==> src/ptl_defs.vh <==
// How it works
// [RULE1] Software gate: count up each timer clock while run is set, else hold.
// [RULE2] On period match the counter returns to zero next clock and keeps counting.
// [RULE3] Hardware gate: like software gate; mode 00001 counts while external level is high.
// [RULE4] Mode 00010 counts only while run is set and the external level is low.
// [RULE5] Edge limit modes reset early: any edge 00011, rising 00100, falling 00101.
// [RULE6] After an early edge reset the start indication follows two timer clocks later.
// [RULE7] Level limit modes hold the counter reset: low level 00110, high level 00111.
// [RULE8] In level limit modes the external level is ignored while run is clear.
// [RULE9] Level limit resets on match or two clocks after the active level persists.
// [RULE10] Counting and period start resume after match or two clocks after release.
// [RULE11] Software one-shot: period match resets the counter and clears run.
// [RULE12] Software must set run again to begin each new one-shot cycle.
// [RULE13] Software one-shot: clearing then setting run pauses and resumes the count.
// [RULE14] One-shot modes: clock after match clears run and leaves counter at zero.
// [RULE15] Edge one-shot starts on edge after run set: 01001 rise, 01010 fall, 01011 any.
// [RULE16] A halted edge one-shot needs a fresh qualifying edge after run is set.
// [RULE17] With the alternate clock, run and external pass two timer-clock sync stages.
// [RULE18] With the instruction clock, run applies next cycle, external after the two pin sync stages.
// [RULE19] Counter advances on the prescaled clock; match events pass a postscaler.
`ifndef PTL_DEFS_VH
`define PTL_DEFS_VH

`define PTL_ADDR_CTRL    3'h0
`define PTL_ADDR_PERIOD  3'h1
`define PTL_ADDR_COUNT   3'h2
`define PTL_ADDR_SCALE   3'h3
`define PTL_ADDR_COMPARE 3'h4
`define PTL_ADDR_STATUS  3'h5

`define PTL_CTRL_RUN_BIT 7
`define PTL_CTRL_CLK_BIT 6
`define PTL_CTRL_MODE_HI 4
`define PTL_SCALE_PRE_HI 2
`define PTL_SCALE_POST_LO 4
`define PTL_SCALE_POST_HI 7

`define PTL_RST_MODE     5'h00
`define PTL_RST_PERIOD   8'hff
`define PTL_RST_COMPARE  8'h00

`define PTL_MODE_SWGATE  5'h00
`define PTL_MODE_GATE_HI 5'h01
`define PTL_MODE_GATE_LO 5'h02
`define PTL_MODE_LIM_ANY 5'h03
`define PTL_MODE_LIM_RIS 5'h04
`define PTL_MODE_LIM_FAL 5'h05
`define PTL_MODE_LVL_LO  5'h06
`define PTL_MODE_LVL_HI  5'h07
`define PTL_MODE_OS_SW   5'h08
`define PTL_MODE_OS_RIS  5'h09
`define PTL_MODE_OS_FAL  5'h0a
`define PTL_MODE_OS_ANY  5'h0b

`define PTL_LVL_DLY      2'h2
`define PTL_EDGE_DLY     2

`endif

==> src/ptl_scaler.v <==
`timescale 1ns/1ps
module ptl_scaler (
  input  wire       mclk_in,
  input  wire       sys_rst_in,
  input  wire       ce_in,
  input  wire [7:0] limit_in,
  input  wire       pulse_in,
  output wire       pulse_out
);
  reg [7:0] cnt;

  // Greater-or-equal so a lowered ratio cannot strand the count
  assign pulse_out = pulse_in && (cnt >= limit_in);

  always @(posedge mclk_in) begin
    if (sys_rst_in) begin
      cnt <= 8'h00;
    end else if (ce_in && pulse_in) begin
      if (cnt >= limit_in) begin
        cnt <= 8'h00;
      end else begin
        cnt <= cnt + 8'h01;
      end
    end
  end
endmodule

==> src/ptl_sync.v <==
`timescale 1ns/1ps
module ptl_sync #(
  parameter W = 1
) (
  input  wire         mclk_in,
  input  wire         sys_rst_in,
  input  wire         ce_in,
  input  wire         en_in,
  input  wire [W-1:0] d_in,
  output reg  [W-1:0] q_out
);
  reg [W-1:0] meta;

  // First stage feeds only the second stage
  always @(posedge mclk_in) begin
    if (sys_rst_in) begin
      meta  <= {W{1'b0}};
      q_out <= {W{1'b0}};
    end else if (ce_in && en_in) begin
      meta  <= d_in;
      q_out <= meta;
    end
  end
endmodule

==> src/ptl_timer.v <==
// Local design decisions: the address map and the plain strobed port.
`timescale 1ns/1ps
`include "ptl_defs.vh"
module ptl_timer (
  input  wire       mclk_in,
  input  wire       sys_rst_in,
  input  wire       ce_in,
  input  wire [2:0] addr_in,
  input  wire [7:0] wdata_in,
  input  wire       wr_in,
  input  wire       rd_in,
  output reg  [7:0] rdata_out,
  input  wire       ext_reset_source_in,
  input  wire       alt_clk_in,
  output reg  [7:0] count_value_out,
  output reg  [7:0] pulse_width_compare_out,
  output reg        pwm_start_out,
  output reg        period_match_out,
  output reg        postscale_event_out,
  output reg        run_out
);

  reg  [4:0] mode;
  reg        clk_sel;
  reg  [7:0] period_value;
  reg  [2:0] prescale_select;
  reg  [3:0] postscale_select;
  reg        alt_prev;
  reg        ext_prev;
  reg        armed;
  reg        hold;
  reg  [1:0] act_cnt;
  reg  [1:0] rel_cnt;
  reg  [`PTL_EDGE_DLY-1:0] early_dly;

  reg  [7:0] next_count;
  reg        next_armed;
  reg        next_hold;
  reg  [1:0] next_act;
  reg  [1:0] next_rel;
  reg        hw_clear;
  reg        restart;
  reg        early;
  reg        match_wrap;

  wire       alt_p;
  wire       ext_p;
  wire       run_t;
  wire       ext_t;
  wire       src_tick;
  wire       tick;
  wire       post_pulse;
  wire       run_s;
  wire       ext_s;
  wire       go;
  wire       match;
  wire       rise;
  wire       fall;
  wire       wr_ctrl;
  wire       wr_count;
  wire       wr_period;
  wire       wr_scale;
  wire       wr_compare;

  function [7:0] pow2m1;
    input [2:0] sel;
    begin
      pow2m1 = (8'h01 << sel) - 8'h01;
    end
  endfunction

  function edge_hit;
    input r;
    input f;
    input want_r;
    input want_f;
    begin
      edge_hit = (r && want_r) || (f && want_f);
    end
  endfunction

  // Pins cross into the clock domain before anything looks at them
  ptl_sync #(
    .W (2)
  ) u_pin_sync (
    .mclk_in    (mclk_in),
    .sys_rst_in (sys_rst_in),
    .ce_in      (ce_in),
    .en_in      (1'b1),
    .d_in       ({alt_clk_in, ext_reset_source_in}),
    .q_out      ({alt_p, ext_p})
  );

  assign src_tick = clk_sel ? (alt_p && !alt_prev) : 1'b1;

  ptl_scaler u_prescale (
    .mclk_in    (mclk_in),
    .sys_rst_in (sys_rst_in),
    .ce_in      (ce_in),
    .limit_in   (pow2m1(prescale_select)),
    .pulse_in   (src_tick),
    .pulse_out  (tick)
  ); // RULE19

  // Two further stages clocked by the timer tick on the alternate clock
  ptl_sync #(
    .W (2)
  ) u_tick_sync (
    .mclk_in    (mclk_in),
    .sys_rst_in (sys_rst_in),
    .ce_in      (ce_in),
    .en_in      (tick),
    .d_in       ({run_out, ext_p}),
    .q_out      ({run_t, ext_t})
  ); // RULE17

  assign run_s = clk_sel ? run_t : run_out; // RULE17 RULE18
  assign ext_s = clk_sel ? ext_t : ext_p; // RULE18

  // Raw run bit also gates so a hardware clear stops at once
  assign go    = run_s && run_out;
  // Live compare: a period written below the count lets it run on to the wrap
  assign match = (count_value_out == period_value);
  assign rise  = ext_s && !ext_prev;
  assign fall  = !ext_s && ext_prev;

  assign wr_ctrl  = wr_in && (addr_in == `PTL_ADDR_CTRL);
  assign wr_count = wr_in && (addr_in == `PTL_ADDR_COUNT);
  // Status and the unmapped slots have no write decode, so writes there vanish
  assign wr_period  = wr_in && (addr_in == `PTL_ADDR_PERIOD);
  assign wr_scale   = wr_in && (addr_in == `PTL_ADDR_SCALE);
  assign wr_compare = wr_in && (addr_in == `PTL_ADDR_COMPARE);

  ptl_scaler u_postscale (
    .mclk_in    (mclk_in),
    .sys_rst_in (sys_rst_in),
    .ce_in      (ce_in),
    .limit_in   ({4'h0, postscale_select}),
    .pulse_in   (tick && match_wrap),
    .pulse_out  (post_pulse)
  ); // RULE19

  always @* begin
    next_count = count_value_out;
    next_armed = armed;
    next_hold  = hold;
    next_act   = act_cnt;
    next_rel   = rel_cnt;
    hw_clear   = 1'b0;
    restart    = 1'b0;
    early      = 1'b0;
    match_wrap = 1'b0;
    case (mode)
      `PTL_MODE_SWGATE: begin
        if (go) begin // RULE1
          if (match) begin
            next_count = 8'h00; // RULE2
            match_wrap = 1'b1;
          end else begin
            next_count = count_value_out + 8'h01;
          end
        end
      end
      `PTL_MODE_GATE_HI,
      `PTL_MODE_GATE_LO: begin
        if (go && (ext_s == !mode[1])) begin // RULE3 RULE4
          if (match) begin
            next_count = 8'h00;
            match_wrap = 1'b1;
          end else begin
            next_count = count_value_out + 8'h01;
          end
        end
      end
      `PTL_MODE_LIM_ANY,
      `PTL_MODE_LIM_RIS,
      `PTL_MODE_LIM_FAL: begin
        if (go) begin
          if (edge_hit(rise, fall, mode != `PTL_MODE_LIM_FAL, mode != `PTL_MODE_LIM_RIS)) begin
            next_count = 8'h00; // RULE5
            early      = 1'b1;
          end else if (match) begin
            next_count = 8'h00;
            match_wrap = 1'b1;
          end else begin
            next_count = count_value_out + 8'h01;
          end
        end
      end
      `PTL_MODE_LVL_LO,
      `PTL_MODE_LVL_HI: begin
        // Level ignored while run is clear
        if (go) begin // RULE8
          if (ext_s == mode[0]) begin // RULE7
            next_rel = 2'h0;
            if (hold || act_cnt == `PTL_LVL_DLY - 2'h1) begin
              next_hold  = 1'b1; // RULE9
              next_count = 8'h00;
            end else begin
              next_act = act_cnt + 2'h1;
              if (match) begin
                next_count = 8'h00;
                match_wrap = 1'b1;
              end else begin
                next_count = count_value_out + 8'h01;
              end
            end
          end else if (hold) begin
            next_act = 2'h0;
            if (rel_cnt == `PTL_LVL_DLY - 2'h1) begin
              next_hold = 1'b0; // RULE10
              next_rel  = 2'h0;
              restart   = 1'b1;
            end else begin
              next_rel = rel_cnt + 2'h1;
            end
          end else begin
            next_act = 2'h0;
            if (match) begin
              next_count = 8'h00;
              match_wrap = 1'b1; // RULE10
            end else begin
              next_count = count_value_out + 8'h01;
            end
          end
        end
      end
      `PTL_MODE_OS_SW: begin
        if (go) begin // RULE13
          if (match) begin
            next_count = 8'h00; // RULE11 RULE14
            hw_clear   = 1'b1;
            match_wrap = 1'b1;
          end else begin
            next_count = count_value_out + 8'h01;
          end
        end
      end
      `PTL_MODE_OS_RIS,
      `PTL_MODE_OS_FAL,
      `PTL_MODE_OS_ANY: begin
        if (go && !armed) begin
          if (edge_hit(rise, fall, mode[0], mode[1])) begin
            next_armed = 1'b1; // RULE15
            restart    = 1'b1;
          end
        end else if (go && armed) begin
          if (match) begin
            next_count = 8'h00; // RULE14 RULE15
            hw_clear   = 1'b1;
            next_armed = 1'b0;
            match_wrap = 1'b1;
          end else begin
            next_count = count_value_out + 8'h01;
          end
        end
      end
      default: begin
        next_count = count_value_out;
      end
    endcase
    // A halted edge one-shot must see a new edge
    if (!run_out) begin
      next_armed = 1'b0; // RULE16
    end
  end

  always @(posedge mclk_in) begin
    if (sys_rst_in) begin
      mode                    <= `PTL_RST_MODE;
      clk_sel                 <= 1'b0;
      run_out                 <= 1'b0;
      period_value            <= `PTL_RST_PERIOD;
      prescale_select         <= 3'h0;
      postscale_select        <= 4'h0;
      pulse_width_compare_out <= `PTL_RST_COMPARE;
      count_value_out         <= 8'h00;
      alt_prev                <= 1'b0;
      ext_prev                <= 1'b0;
      armed                   <= 1'b0;
      hold                    <= 1'b0;
      act_cnt                 <= 2'h0;
      rel_cnt                 <= 2'h0;
      early_dly               <= {`PTL_EDGE_DLY{1'b0}};
      pwm_start_out           <= 1'b0;
      period_match_out        <= 1'b0;
      postscale_event_out     <= 1'b0;
      rdata_out               <= 8'h00;
    end else if (ce_in) begin
      alt_prev            <= alt_p;
      pwm_start_out       <= tick && (restart || match_wrap || early_dly[`PTL_EDGE_DLY-1]); // RULE6 RULE10
      period_match_out    <= tick && match_wrap;
      postscale_event_out <= post_pulse; // RULE19
      // Event state steps only on ticks, so the prescaler stretches the edge and level delays but not the pin sync stages
      if (tick) begin
        ext_prev  <= ext_s;
        armed     <= next_armed;
        hold      <= next_hold;
        act_cnt   <= next_act;
        rel_cnt   <= next_rel;
        early_dly <= {early_dly[`PTL_EDGE_DLY-2:0], early}; // RULE6
      end
      // Software write beats the tick update in the same cycle
      if (wr_count) begin
        count_value_out <= wdata_in;
      end else if (tick) begin
        count_value_out <= next_count;
      end
      // Software setting run wins over a hardware clear
      if (wr_ctrl) begin
        run_out <= wdata_in[`PTL_CTRL_RUN_BIT]; // RULE12
        clk_sel <= wdata_in[`PTL_CTRL_CLK_BIT];
        mode    <= wdata_in[`PTL_CTRL_MODE_HI:0];
      end else if (tick && hw_clear) begin
        run_out <= 1'b0; // RULE11 RULE14
      end
      if (wr_period) begin
        period_value <= wdata_in;
      end
      if (wr_scale) begin
        prescale_select  <= wdata_in[`PTL_SCALE_PRE_HI:0];
        postscale_select <= wdata_in[`PTL_SCALE_POST_HI:`PTL_SCALE_POST_LO];
      end
      if (wr_compare) begin
        pulse_width_compare_out <= wdata_in;
      end
      // Read data lives for exactly one cycle
      if (rd_in) begin
        case (addr_in)
          `PTL_ADDR_CTRL:    rdata_out <= {run_out, clk_sel, 1'b0, mode};
          `PTL_ADDR_PERIOD:  rdata_out <= period_value;
          `PTL_ADDR_COUNT:   rdata_out <= count_value_out;
          `PTL_ADDR_SCALE:   rdata_out <= {postscale_select, 1'b0, prescale_select};
          `PTL_ADDR_COMPARE: rdata_out <= pulse_width_compare_out;
          `PTL_ADDR_STATUS:  rdata_out <= {4'h0, ext_s, run_s, hold, armed};
          default:           rdata_out <= 8'h00;
        endcase
      end else begin
        rdata_out <= 8'h00;
      end
    end
  end
endmodule

==> config.mk <==
export PLATFORM = sky130hd
export DESIGN_NAME = ptl_timer
export DESIGN_NICKNAME = d
export VERILOG_FILES = /design/src/ptl_scaler.v /design/src/ptl_sync.v /design/src/ptl_timer.v
export VERILOG_INCLUDE_DIRS = /design/src
export SDC_FILE = /design/constraint.sdc
export NUM_CORES = 1
export LEC_CHECK = 0
export ABC_AREA = 0
export BUFFER_PORTS_ARGS = -buffer_cell sky130_fd_sc_hd__clkbuf_2
export CORE_ASPECT_RATIO = 0.9
export CORE_MARGIN = 2
export CORE_UTILIZATION = 50
export DETAILED_ROUTE_END_ITERATION = 16
export GPL_TIMING_DRIVEN = 0
export MAX_ROUTING_LAYER = met4
export PLACE_DENSITY = 0.73
export SKIP_LAST_GASP = 1
export SYNTH_ARGS = -nofsm -noshare
export SYNTH_HDL_FRONTEND = slang
export SYNTH_SLANG_ARGS = --single-unit
==> constraint.sdc <==
create_clock -name mclk_in -period 7.15 [get_ports mclk_in]
set_input_delay 1.43 -clock mclk_in [delete_from_list [all_inputs] [get_ports mclk_in]]
set_output_delay 1.43 -clock mclk_in [all_outputs]
set_load 0.005 [all_outputs]
==> out/summary.json <==
{
  "global_route.overflow_total": {"value": 0},
  "crit_path_start_kind": {"value": "input pin"},
  "clock_tree.htree_level_count": {"value": 3},
  "die_area": {"value": 10140, "unit": "sq um"},
  "portBuffers": {"value": 41},
  "antenna_cells": {"value": 0},
  "category_of_the_most_critical_setup_path": {"value": "in2reg"},
  "pin_count": {"value": 46},
  "fp.dieW": {"value": 105.9, "unit": "microns"},
  "synth_edf_count": {"value": 0},
  "ctsResizeCount": {"value": 0},
  "crit_path_cell_trace": {"value": "clkbuf_2 -> inv_1 -> a21oi_1 -> nor3b_2 -> o211ai_1 -> a21o_1 -> buf_4 -> mux2_4"},
  "setup_tns": {"value": 0, "unit": "ns"},
  "maxSlewViolCount": {"value": 0},
  "std_cell_rows": {"value": 33},
  "wire_length_of_the_first_global_routing_pass": {"value": 21.20, "unit": "mm"},
  "instances_no_fill": {"value": 721},
  "postLayoutSetupSlackWorst": {"value": 3.827, "unit": "ns"},
  "crit_family": {"value": "compound AO/OA/AOI/OAI gates"},
  "nets": {"value": 628},
  "dr_total_vias": {"value": 4397},
  "post-route-period-util": {"value": 46.48, "unit": "%"},
  "worst-slew-pin-transition": {"value": 0.9752, "unit": "ns"},
  "power.ir.vdd_worst": {"value": 0.09824, "unit": "mV"},
  "period_minus_slack": {"value": 3.323, "unit": "ns"},
  "drt-total-wl": {"value": 13.50, "unit": "mm"},
  "whs_endpoint": {"value": "rel_cnt[1]"},
  "placeableCoreArea": {"value": 9084, "unit": "sq um"},
  "ant_nets": {"value": 0},
  "synthCells": {"value": 542},
  "max_freq": {"value": 0.3009, "unit": "GHz"},
  "crit_path_slowest_cell": {"value": "nor3b_2"},
  "crit-reg2reg-capture": {"value": "early_dly[0]"},
  "via_per_instance_ratio": {"value": 6.098},
  "maximum_number_of_pins_on_one_net_before_global_route_repair": {"value": 15},
  "setup_violations": {"value": 0},
  "skew": {"value": 0.01501, "unit": "ns"},
  "post-place-ws": {"value": 3.481, "unit": "ns"},
  "yosysWarningCount": {"value": 0},
  "root_buffer_selected_by_cts": {"value": "clkbuf_8"},
  "power-per-cell-area": {"value": 180.7, "unit": "nW/um^2"},
  "power_leakage": {"value": 2.005, "unit": "nW"},
  "routabilityCongestion": {"value": 0.9296},
  "timing.hold.worst_path_depth": {"value": 1},
  "drive_gt1_share": {"value": 14.52, "unit": "%"},
  "timing.reg2reg.worst_path_depth": {"value": 9},
  "areaGrowthSynthToFinish": {"value": 12.28, "unit": "%"},
  "drc": {"value": 0},
  "status": {"value": "complete, no violations"},
  "fillCellCount": {"value": 816},
  "hold_violations": {"value": 0},
  "syn-cell-area": {"value": 4676, "unit": "sq um"},
  "crit_arrival": {"value": 3.59, "unit": "ns"},
  "worst-endpoint-required": {"value": 7.42, "unit": "ns"},
  "dr.first_iter.drc_count": {"value": 269},
  "synth-async-reset-ratio": {"value": 0, "unit": "%"},
  "max_cap_violations": {"value": 0},
  "overall_power_after_layout": {"value": 948.8, "unit": "uW"},
  "synthesis.area_per_instance": {"value": 8.627, "unit": "sq um"},
  "post-cts-setup-buffer-count": {"value": 0},
  "place.detailed.instances": {"value": 705},
  "holdCritStartpoint": {"value": "rel_cnt[1]"},
  "tritoncts.num_buffers": {"value": 9},
  "syn_nets": {"value": 576},
  "route.detailed.wl_per_inst": {"value": 18.72, "unit": "microns"},
  "pre_antenna_drt_iters": {"value": 5},
  "cts-hold-fix-buffers": {"value": 0},
  "beginning_of_the_worst_register_to_register_path": {"value": "prescale_select[2]"},
  "worst_setup_path_end_kind": {"value": "flop"},
  "reg2reg_setup_slack": {"value": 3.88, "unit": "ns"},
  "cts_tree": {"value": "built"},
  "postSynth.topFlopCell": {"value": "dfxtp_1"},
  "antenna_found_initial": {"value": 0},
  "synth_seq_cells": {"value": 83},
  "gr-usage-all-layers": {"value": 28.12, "unit": "%"},
  "place.detailed.hpwl": {"value": 9.906, "unit": "mm"},
  "worstHoldPathType": {"value": "reg2reg"},
  "grt_pass1_vias": {"value": 4080},
  "cpPeakStageDelay": {"value": 0.44, "unit": "ns"},
  "yosysUniqueCellTypes": {"value": 69},
  "clock_path_buffers": {"value": 2},
  "worst-path-buf-inv": {"value": 3},
  "worst_slew_margin_relative_to_its_limit": {"value": 34.75, "unit": "%"},
  "tritoncts_num_sinks": {"value": 83},
  "rsz0062_at_grt": {"value": "no"},
  "floorplan.initialDensity": {"value": 51.47, "unit": "%"},
  "ys_seq_area_share": {"value": 35.54, "unit": "%"},
  "clkSlewWorstSetupHoldPaths": {"value": 0.09, "unit": "ns"},
  "chipHeight": {"value": 95.74, "unit": "microns"},
  "worst_skew_pair.late_latency": {"value": 0.37, "unit": "ns"},
  "crit_fanout": {"value": 10}
}
[stage by stage]
stage | hold slack [ns] | instance area [sq um] | util [%]
floorplan | 0.4312 | 4676 | -
CTS | 0.4660 | 5250 | 57.80
finish | 0.4641 | 5250 | 57.80
detailed placement | 0.4532 | 5034 | 55.41
global route | 0.4741 | 5250 | 57.80
global placement | 0.4451 | 5034 | 55.41
[synth_stat cells (all sizes together) (9+ instances only)]
master / count / share of area (%)
nand3: 26 / 2.8
inv: 21 / 1.7
clkbuf: 23 / 1.8
a211oi: 9 / 1.4
mux2i: 38 / 8.2
nand2: 50 / 4.0
ha: 16 / 4.3
nor2: 63 / 5.1
buf: 12 / 1.6
o21ai: 18 / 1.9
dfxtp: 83 / 36
a21oi: 32 / 3.4
nand4: 9 / 1.2
nand2b: 12 / 1.6
xnor2: 12 / 2.2
[where the power goes]
| part | total (mW) | leakage [nW] | switching [mW] | internal, mW |
|---|---|---|---|---|
| combinational | 0.0883 | 1.23 | 0.0567 | 0.0316 |
| clock | 0.384 | 0.103 | 0.187 | 0.198 |
| sequential | 0.476 | 0.670 | 0.00776 | 0.468 |
[final cells by class]
type | count | area, sq um | area share (%)
plain buffers | 35 | 162.7 | 3.098
clock buffers | 10 | 127.6 | 2.431
clock inverters | 6 | 88.84 | 1.692
inverters | 22 | 82.58 | 1.573
multi-input cells | 402 | 2769 | 52.74
flip-flops and latches | 83 | 1662 | 31.65
well taps | 122 | 152.6 | 2.908
repair buffers | 41 | 205.2 | 3.908
[placed cells by master, fill, tap and decap left out, types with 12 or more instances in the layout]
| cell type | count |
|---|---|
| a21oi_1 | 32 |
| dfxtp_1 | 83 |
| ha_1 | 16 |
| o21ai_0 | 17 |
| nand2_1 | 50 |
| clkbuf_1 | 24 |
| xnor2_1 | 12 |
| nand3_1 | 26 |
| clkbuf_2 | 41 |
| nor2_1 | 63 |
| nand2b_1 | 12 |
| mux2i_1 | 37 |
| inv_1 | 21 |
[sequential cells by signal, indices dropped and copies added, names as in the netlist, 3 cells and up]
signal,cells
count_value_out,8
period_value,8
pulse_width_compare_out,8
rdata_out,8
u_postscale.cnt,8
u_prescale.cnt,8
mode,5
postscale_select,4
prescale_select,3
[cells by family (layout without fill, tap and decap cells)]
kind of cell / Yosys count / in the layout / synth area share, %
compound gates: 122 / 122 / 18.52
mux: 50 / 50 / 12.71
simple gates: 195 / 195 / 20.26
buf+inv: 57 / 114 / 5.245
fa+ha+maj: 16 / 16 / 4.281
other cells: 1 / 1 / 0.08020
xor+xnor: 18 / 18 / 3.372
flops: 83 / 83 / 35.54
[metal layers]
| metal | share of wire (%) | vias up | track usage (%) |
|---|---|---|---|
| met1 | 44 | 2059 | 35.29 |
| met4 | 3.3 | 0 | 11.62 |
| met5 | 0 | - | - |
| met2 | 46 | 210 | 44.52 |
| li1 | - | 2082 | - |
| met3 | 7.1 | 46 | 6.161 |
[worst max-delay path by stage]
stage	endpoint	cells after the start	from
2_1_floorplan	count_value_out[2]	7	addr_in[0]
3_3_place_gp	u_postscale.cnt[4]	8	ce_in
3_5_place_dp	u_postscale.cnt[4]	8	ce_in
4_1_cts	u_postscale.cnt[4]	8	ce_in
5_1_grt	early_dly[0]	8	prescale_select[2]
6_report	u_postscale.cnt[4]	8	ce_in
Note: power is estimated with default switching activity, not from simulation.
